$ cat config.mk
export PLATFORM = sky130hd
export DESIGN_NAME = gpio_port
export DESIGN_NICKNAME = d
export VERILOG_FILES = /design/src/design/gpio_port_pkg.sv /design/src/design/gpio_port.sv
export SDC_FILE = /design/constraint.sdc
export NUM_CORES = 1
export LEC_CHECK = 0
export BUFFER_PORTS_ARGS = -buffer_cell sky130_fd_sc_hd__buf_4
export CORE_MARGIN = 5
export CORE_UTILIZATION = 43
export DETAILED_ROUTE_END_ITERATION = 10
export PLACE_DENSITY = 0.78
export SLEW_MARGIN = 10
export SYNTH_ARGS = -nofsm -noshare
export SYNTH_HDL_FRONTEND = slang
export SYNTH_SLANG_ARGS = --single-unit
$ cat constraint.sdc
create_clock -name clock -period 1.3 [get_ports clock]
set_input_delay 0.195 -clock clock [delete_from_list [all_inputs] [get_ports clock]]
set_output_delay 0.195 -clock clock [all_outputs]
set_load 0.01 [all_outputs]
$ cat src/design/gpio_port_pkg.sv
// constants and carrier types for the six-bit port
package gpio_port_pkg;
   // =====================================
   // i/o space locations
   localparam logic [5:0] PIN_SENSE_ADDR = 6'h16;
   localparam logic [5:0] DIRECTION_ADDR = 6'h17;
   localparam logic [5:0] LATCH_ADDR = 6'h18;
   // =====================================
   // reset values
   localparam logic [5:0] LATCH_RESET = 6'h00;
   localparam logic [5:0] DIRECTION_RESET = 6'h00;
   localparam logic [5:0] SENSE_RESET = 6'h00;
   localparam logic [7:0] RDATA_RESET = 8'h00;
   // =====================================
   // pin positions of the alternate functions
   localparam int CAPTURE_BIT = 0;
   localparam int COMPARE_BIT = 1;
   localparam int SELECT_BIT = 2;
   localparam int MOSI_BIT = 3;
   localparam int MISO_BIT = 4;
   localparam int SCK_BIT = 5;
   // =====================================
   // carriers
   typedef struct packed {
      logic [5:0] addr;
      logic write;
      logic read;
      logic bit_set;
      logic bit_clear;
      logic [2:0] bit_index;
      logic [7:0] wdata;
   } io_request_type;

   typedef struct packed {
      logic enable;
      logic master;
      logic sck_out;
      logic mosi_out;
      logic miso_out;
   } serial_side_type;
endpackage : gpio_port_pkg

$ cat src/design/gpio_port.sv
// six-bit bidirectional port with serial and timer overrides
`timescale 1ns/10ps

module gpio_port #(
   parameter int WIDTH = 6
) (
   input wire logic clock,
   input wire logic resetn,
   input wire gpio_port_pkg::io_request_type io_req,
   output logic [7:0] io_rdata,
   input wire gpio_port_pkg::serial_side_type serial_side,
   input wire logic compare_enable,
   input wire logic compare_value,
   input wire logic [WIDTH-1:0] pin_in,
   output logic [WIDTH-1:0] pin_out,
   output logic [WIDTH-1:0] pin_oe_n,
   output logic [WIDTH-1:0] pin_pullup,
   output logic [WIDTH-1:0] pin_level
);
   logic [WIDTH-1:0] latch_reg;
   logic [WIDTH-1:0] direction_reg;
   logic [WIDTH-1:0] sync_first_reg;
   logic [WIDTH-1:0] sense_reg;
   logic [7:0] rdata_reg;
   logic [WIDTH-1:0] force_input;
   logic [WIDTH-1:0] drive_value;
   logic [WIDTH-1:0] direction_eff;
   logic [WIDTH-1:0] bit_mask;
   logic bit_in_range;
   logic serial_slave;
   logic serial_master;

   // =====================================
   // register writes
   assign bit_in_range = (io_req.bit_index < 3'(WIDTH));
   assign bit_mask = bit_in_range ? (WIDTH'(1) << io_req.bit_index) : '0;

   always_ff @(posedge clock) begin
      if (!resetn) begin
         latch_reg <= gpio_port_pkg::LATCH_RESET;
      end else if (io_req.addr == gpio_port_pkg::LATCH_ADDR) begin
         if (io_req.write) begin
            latch_reg <= io_req.wdata[WIDTH-1:0];
         end else if (io_req.bit_set) begin
            latch_reg <= latch_reg | bit_mask;
         end else if (io_req.bit_clear) begin
            latch_reg <= latch_reg & ~bit_mask;
         end
      end
   end

   always_ff @(posedge clock) begin
      if (!resetn) begin
         direction_reg <= gpio_port_pkg::DIRECTION_RESET;
      end else if (io_req.addr == gpio_port_pkg::DIRECTION_ADDR) begin
         if (io_req.write) begin
            direction_reg <= io_req.wdata[WIDTH-1:0];
         end else if (io_req.bit_set) begin
            direction_reg <= direction_reg | bit_mask;
         end else if (io_req.bit_clear) begin
            direction_reg <= direction_reg & ~bit_mask;
         end
      end
   end

   // =====================================
   // pin sampling, two stages against metastability
   always_ff @(posedge clock) begin
      if (!resetn) begin
         sync_first_reg <= gpio_port_pkg::SENSE_RESET;
         sense_reg <= gpio_port_pkg::SENSE_RESET;
      end else begin
         sync_first_reg <= pin_in;
         sense_reg <= sync_first_reg;
      end
   end
   assign pin_level = sense_reg;

   // =====================================
   // read port, one cycle after the strobe
   always_ff @(posedge clock) begin
      if (!resetn) begin
         rdata_reg <= gpio_port_pkg::RDATA_RESET;
      end else if (io_req.read) begin
         unique case (io_req.addr)
            gpio_port_pkg::LATCH_ADDR: rdata_reg <= 8'(latch_reg);
            gpio_port_pkg::DIRECTION_ADDR: rdata_reg <= 8'(direction_reg);
            gpio_port_pkg::PIN_SENSE_ADDR: rdata_reg <= 8'(sense_reg);
            default: rdata_reg <= 8'h00;
         endcase
      end
   end
   assign io_rdata = rdata_reg;

   // =====================================
   // alternate-function overrides
   assign serial_slave = serial_side.enable & ~serial_side.master;
   assign serial_master = serial_side.enable & serial_side.master;

   always_comb begin
      force_input = '0;
      force_input[gpio_port_pkg::SCK_BIT] = serial_slave;
      force_input[gpio_port_pkg::MISO_BIT] = serial_master;
      force_input[gpio_port_pkg::MOSI_BIT] = serial_slave;
      force_input[gpio_port_pkg::SELECT_BIT] = serial_slave;
      drive_value = latch_reg;
      if (compare_enable) begin
         drive_value[gpio_port_pkg::COMPARE_BIT] = compare_value;
      end
      if (serial_master) begin
         drive_value[gpio_port_pkg::SCK_BIT] = serial_side.sck_out;
         drive_value[gpio_port_pkg::MOSI_BIT] = serial_side.mosi_out;
      end
      if (serial_slave) begin
         drive_value[gpio_port_pkg::MISO_BIT] = serial_side.miso_out;
      end
   end

   // =====================================
   // pad control; reset gates the enables without waiting for an edge,
   // so pins float even with the clock stopped
   assign direction_eff = direction_reg & ~force_input;
   assign pin_out = drive_value;
   assign pin_oe_n = ~(direction_eff & {WIDTH{resetn}});
   assign pin_pullup = ~direction_eff & latch_reg & {WIDTH{resetn}};
endmodule : gpio_port

== After elaboration in Yosys (flattened, before gate mapping) ==
Cells that the tools add are included.
W data, S select, Z words.
Word-level totals
  word-level logic and storage cells: 40
  input port bits: 36
  output and inout port bits: 32
  bits in registers: 32
Operators by class
  bitwise logic cells: 15
  equal/unequal tests: 3
  reductions and logical operators: 3
  shift-type cells: 1
  magnitude comparators: 1
  mux-type cells: 12
Operators by type and width (count)
  $mux W6: 7
  $and A6 B6 Y6: 6
  $not A6 Y6: 4
  $eq A6 B5 Y1 const B: 3
  $pmux W6 S3: 1
  $or A6 B6 Y6: 2
  $shl A1 B3 Y6 const A: 1
  $mux W1: 4
  $reduce_and A2 Y1: 2
  $lt A3 B3 Y1 const B: 1
  $reduce_bool A3 Y1: 1
  $and A1 B1 Y1: 2
  $not A1 Y1: 1

== Logic depth before layout (Yosys ltp) ==
Gate-level depths: netlist (run 1).
  word-level depth: 7
  depth in mapped cells: 5
  gate-level depth less buffers: 3

== Least setup slack after synthesis (run 1) ==
No wires, ideal clock.
  path kind: input to register
  start point: in io_req[10] (netlist name)
  end point: reg (tool-made name)
  setup slack: -0.011 ns
  path buffers: 1
  arrival time: 1.164 ns
  required time: 1.154 ns
  stages on the path: 4
  library setup time: 0.146 ns
  path through: clkbuf_1 or4_1 mux2i_1 a221oi_1
RTL lines
  start, declared: RTL line gpio_port.sv:9  | input wire gpio_port_pkg::io_request_type io_req,

==> key figures, run 1 <==
Status
  • Outcome: complete, no violations

Setup path
  • CP required: 1.11 ns
  • Crit end category: output port
  • Critical Path AT: 1.05 ns
  • CP bufs+invs: 2
  • Startpoint type of the worst setup path: flop
  • Crit-path cells: inv_1, a211oi_2, buf_4
  • Top delay family on crit path: flip-flops
  • Slowest CP cell: dfxtp_2
  • Largest incremental delay on the critical path: 0.34 ns
  • Critical path fanouts, max: 3
  • Critical path class: flop to output port

Cells and area
  • Fill count: 327
  • Core Util, Final: 0.640
  • Ant diodes: 0
  • Area growth from synthesis to layout: 42.8%
  • Layout cell share with drive strength beyond 1: 0.472
  • FF/Latch Area: 606 um2
  • Footprint of the multi-input gates: 918 um2
  • Final Non-Filler Cells: 302
  • Nets: 290
  • Most common cell after layout, fill and taps aside: buf_4
  • Commonest cells after routing, fill and taps aside: buf_4 (89), dfxtp_1 (26), inv_1 (13)
  • Post-Layout Inst Area: 2380 um2

Floorplanning
  • FP Rows: 22
  • Num ports: 68
  • Die area: 5220 um2
  • Die Y: 72.3 um
  • Core Area: 3720 um2
  • DIE WIDTH: 72.3 um
  • Initial Util: 0.448

Job
  • Maxcap violations: 0

CTS
  • Setup Buffers After CTS: 0
  • # hold bufs at CTS: 0
  • Max Root-Sink Buffers: 2
  • Clock Latency Late Sink: 0.28 ns
  • H-tree lvl count: 2
  • CTS Buf Count: 5
  • CTS clock-pin slew for the worst setup and hold paths: 0.06 ns
  • CTS tree: yes
  • CTS root buf: clkbuf_8
  • Sink Count: 30

Detailed routing
  • Via density: 5.47
  • Router iterations before antenna repair: 4
  • Drt initial violations: 130
  • Post-Route WL: 4520 um
  • Routed vias: 1653
  • Routed length per instance: 15.0 um
  • Post-route DRC: 0
  • Antenna Violating Nets Remaining: 0

Pwr
  • Gate power share: 0.173
  • Int Power: 1.48 mW
  • Clock power share: 0.348
  • Sw Share: 0.253
  • Maximum vdd ir drop: 596 uV
  • Sw Pwr: 0.500 mW
  • Power per cell area: 832 nW/um2
  • Lkg Pwr: 0.969 nW
  • Sequential power share: 0.479

Synthesis
  • Register area share after synthesis: 0.360
  • Mapped cell area: 1670 um2
  • Distinct cells, synth: 36
  • Mapped Cells: 181
  • Largest cells by area after synthesis: dfxtp_1 (36%), o2111ai_1 (6.3%), a221oi_2 (5.4%)
  • Seq cells post-synth: 30
  • Syn avg cell area: 9.21 um2
  • Share of the synthesized area in the top cell type: 0.360
  • Largest area contributor in the netlist: dfxtp_1
  • Ys Warns: 0

Timing
  • Max Slew Vio Count: 0
  • Final hold violations: 0
  • Fin crit share: 0.957
  • Final Setup Violations: 0
  • Clock Skew: 0.00365 ns
  • FMAX: 0.804 GHz
  • Fin crit period: 1.24 ns

GRT
  • Initial antenna violation count: 0
  • Largest net degree at the start of global routing: 19
  • GR Util All Layers: 0.174
  • Via count of the first global-routing pass: 1575
  • Total grt overflow: 0
  • First-pass GRT wire length: 7150 um

Placement
  • Post-DP HPWL: 3450 um
  • Total placed instance area: 2280 um2
  • RePlAce Congestion: 0.779
  • Dpl cells: 295
  • PortBufs: 63

Hold path
  • Worst hold-check path type: input pin to flop
synthesized netlist by cell type (all sizes together):
cell and count:
or2b 3, or3 1, o2111ai 12, and4bb 1, nor3b 3, nand3 4, nand2 4, o31ai 2
nor3 3, and3 2, clkbuf 13, a221oi 12, mux2 9, inv 13, nor4b 1, o31a 1
and2 12, or4 1, o41ai 3, conb 1, buf 11, nor2b 1, dfxtp 30, o21ai 1
nand4 12, mux2i 1, and3b 2, a31oi 6, nand2b 12, a211oi 4
what timing repair did:
item,4_1_cts,5_1_grt
pin swaps,0,0
gates resized for setup,2,6
endpoints found under the setup margin,2,6
cell type report:
cell class,instances,area share
tap,48,0.0252
clock inverter,2,0.00421
sequential,30,0.254
timing repair buffer,89,0.281
clock buffer,5,0.0289
multi-input combinational,115,0.386
inverter,13,0.0205
final timing paths:
path	from	endpoint	slack (ns)	depth (start not counted)
max	flop	pin_pullup[2]	0.06	3
min reg2reg	sync_first_reg[2]	pin_level[2]	0.43	1
min	pin_in[4]	sync_first_reg[4]	0.12	2
max reg2reg	flop	io_rdata[2]	0.39	3
power by group through the flow:
stage | combinational [mW] | sequential [mW] | clock (mW)
3_3_place_gp | 0.331 | 0.969 | 0
6_report | 0.342 | 0.949 | 0.689
2_1_floorplan | 0.158 | 0.970 | 0
5_1_grt | 0.369 | 0.951 | 0.746
4_1_cts | 0.339 | 0.949 | 0.708
3_5_place_dp | 0.337 | 0.969 | 0
cell families (layout without fill, tap and decap cells):
kind of cell | after synthesis | in the layout | synth area share
AND/OR/NAND/NOR | 62 | 62 | 0.247
AO/OA/AOI/OAI | 41 | 41 | 0.222
buffers and inverters | 37 | 109 | 0.101
flip-flops | 30 | 30 | 0.360
multiplexers | 10 | 10 | 0.0668
other | 1 | 2 | 0.00225
routing by layer:
metal  track usage  vias to the layer above  routed length, um
met5             0                        -                  0
met4        0.0605                        0                 63
met3        0.0665                        8                361
met2         0.266                       59               2130
met1         0.222                      769               1970
li1              -                      817                  -
stage by stage:
stage          setup WS, ns  hold slack (ns)  total power [mW]  TNS [ns]
2_1_floorplan       0.00661            0.322              1.13         0
3_3_place_gp       -0.00674            0.403              1.30  -0.00674
3_5_place_dp       -0.00116            0.406              1.31  -0.00116
4_1_cts              0.0186            0.107              2.00         0
5_1_grt             -0.0264            0.104              2.07   -0.0264
6_report             0.0562            0.119              1.98         0
(Power assumes the default switching activity.)
==> run 2, diff against run 1 <==
Settings changed: CORE_UTILIZATION 43 to 48, PLACE_DENSITY 0.78 to 0.83.
Clock period 1.3 ns to 1.4 ns, I/O delays scaled along.
==> run 2 against run 1 <==
Against the previous run: cell area shrank 3.0%; via count shrank 0.97%; wire length grew 0.15%; critical path type is now input pin to output port; critical endpoint is now pin_out[4]; largest power group unchanged.
==> key figures, run 2 (synthesized netlist as in run 1, its figures left out) <==
GRT
  • Total grt overflow: 0 (unchanged)
  • GRT met2 Usage: 0.326 (was 0.266)
  • Via count of the first global-routing pass: 1603 (was 1575)
  • GRT met3 Usage: 0.0600 (was 0.0665)
  • Largest net degree at the start of global routing: 19 (unchanged)
  • GR Util All Layers: 0.202 (was 0.174)
  • GRT met1 Usage: 0.261 (was 0.222)
  • Busiest grt layer: met2 (unchanged)
  • Initial antenna violation count: 0 (unchanged)
  • First-pass GRT wire length: 7220 um (was 7150 um)

Detailed routing
  • Drt initial violations: 126 (was 130)
  • Post-Route WL: 4530 um (was 4520 um)
  • Routed vias: 1637 (was 1653)
  • Via density: 5.59 (was 5.47)
  • Router iterations before antenna repair: 6 (was 4)
  • Routed length per instance: 15.5 um (was 15.0 um)
  • Antenna Violating Nets Remaining: 0 (unchanged)
  • Post-route DRC: 0 (unchanged)

Hold path
  • Worst hold-check path type: input pin to flop (unchanged)

Timing
  • Fin crit period: 1.32 ns
  • Final hold violations: 0 (unchanged)
  • Final Setup Violations: 0 (unchanged)
  • Clock Skew: 0.0108 ns (was 0.00365 ns)
  • Post-route setup TNS: 0 ns (unchanged)
  • Fin crit share: 0.946
  • Max Slew Vio Count: 0 (unchanged)
  • RSZ-0062 raised after global routing: no
  • FMAX: 0.755 GHz

CTS
  • Sink Count: 30 (unchanged)
  • Max Root-Sink Buffers: 2 (unchanged)
  • Setup Buffers After CTS: 0 (unchanged)
  • CTS tree: yes (unchanged)
  • CTS clock-pin slew for the worst setup and hold paths: 0.10 ns (was 0.06 ns)
  • CTS Buf Count: 5 (unchanged)
  • CTS root buf: clkbuf_4 (was clkbuf_8)
  • Clock Latency Late Sink: 0.34 ns (was 0.28 ns)
  • H-tree lvl count: 2 (unchanged)

Cells and area
  • Most common cell after layout, fill and taps aside: buf_4 (unchanged)
  • Commonest cells after routing, fill and taps aside: buf_4 (80), dfxtp_1 (27), inv_1 (13) (was buf_4 (89), dfxtp_1 (26), inv_1 (13))
  • Post-Layout Inst Area: 2310 um2 (was 2380 um2)
  • Final Non-Filler Cells: 293 (was 302)
  • Area growth from synthesis to layout: 38.4% (was 42.8%)
  • Layout cell share with drive strength beyond 1: 0.445 (was 0.472)
  • Fill count: 274 (was 327)
  • Nets: 282 (was 290)
  • Ant diodes: 0 (unchanged)
  • Core Util, Final: 0.691 (was 0.640)

Setup path
  • Critical Path AT: 1.11 ns (was 1.05 ns)
  • Crit-path cells: buf_4, nand2b_1, mux2_1, buf_4 (was inv_1, a211oi_2, buf_4)
  • Slowest CP cell: mux2_1 (was dfxtp_2)
  • CP dominant cell by count: buf_4
  • Critical path class: input pin to output port (was flop to output port)
  • Startpoint type of the worst setup path: input pin (was flop)
  • Largest incremental delay on the critical path: 0.37 ns (was 0.34 ns)
  • Crit end category: output port (unchanged)
  • Critical path fanouts, max: 6 (was 3)
  • Worst reg-to-reg setup slack: 0.48 ns (was 0.39 ns)
  • CP required: 1.19 ns (was 1.11 ns)

Pwr
  • Total chip power: 1.73 mW (was 1.98 mW)
  • Maximum vdd ir drop: 595 uV (was 596 uV)
  • Power per cell area: 750 nW/um2 (was 832 nW/um2)
  • Lkg Pwr: 0.922 nW (was 0.969 nW)

Placement
  • Dpl cells: 285 (was 295)
  • PortBufs: 63 (unchanged)
  • RePlAce Congestion: 0.852 (was 0.779)
  • Post-DP HPWL: 3380 um (was 3450 um)
  • Total placed instance area: 2230 um2 (was 2280 um2)

Job
  • Maxcap violations: 0 (unchanged)

Status
  • Outcome: complete, no violations (unchanged)

Floorplanning
  • Die area: 4750 um2 (was 5220 um2)
  • Die Y: 68.9 um (was 72.3 um)
  • Initial Util: 0.499 (was 0.448)
  • FP Rows: 21 (was 22)
  • DIE WIDTH: 68.9 um (was 72.3 um)
  • Num ports: 68 (unchanged)
  • Core Area: 3340 um2 (was 3720 um2)
==> run 2: final cells by class <==
class	count	area (um2)	area share
multi-input cells	115	916	0.397
repair buffers	81	621	0.269
flip-flops and latches	30	604	0.262
well taps	46	57.6	0.0249
clock buffers	7	55.1	0.0239
inverters	13	48.8	0.0211
clock inverters	1	5.00	0.00217
==> run 2: metrics by stage <==
step	hold slack, ns	setup slack [ns]
3_3_place_gp	0.413	0.0398
2_1_floorplan	0.337	0.0742
5_1_grt	0.0742	0.000225
3_5_place_dp	0.421	0.00803
6_report	0.0789	0.0751
4_1_cts	0.0710	0.0178
==> run 2: critical path, delay by kind of cell <==
kind / cells / cell delay [ns]
mux: 1 / 0.37
simple gates: 1 / 0.28
buf+inv: 2 / 0.25
==> run 2: worst paths after layout <==
kind	start	end	depth (start not counted)
setup / recovery	serial_side[3]	pin_out[4]	4
hold / removal	pin_in[0]	sync_first_reg[0]	2
setup reg to reg	flop	io_rdata[5]	3
hold reg to reg	sync_first_reg[2]	pin_level[2]	1
==> run 2: timing repair <==
action,CTS,global route
resized for setup,1,5
setup endpoints to repair,1,4
hold buffers,0,0
==> run 2: power by group <==
group	switching [mW]	internal, mW	total, mW
logic	0.145	0.157	0.303
registers	0.00814	0.872	0.880
clock network	0.304	0.243	0.547
total	0.457	1.27	1.73
==> run 2: metal layers <==
layer	vias to the layer above	part of all wire
met5	-	0
met4	0	0.017
met3	8	0.094
met2	76	0.47
met1	750	0.42
li1	803	-
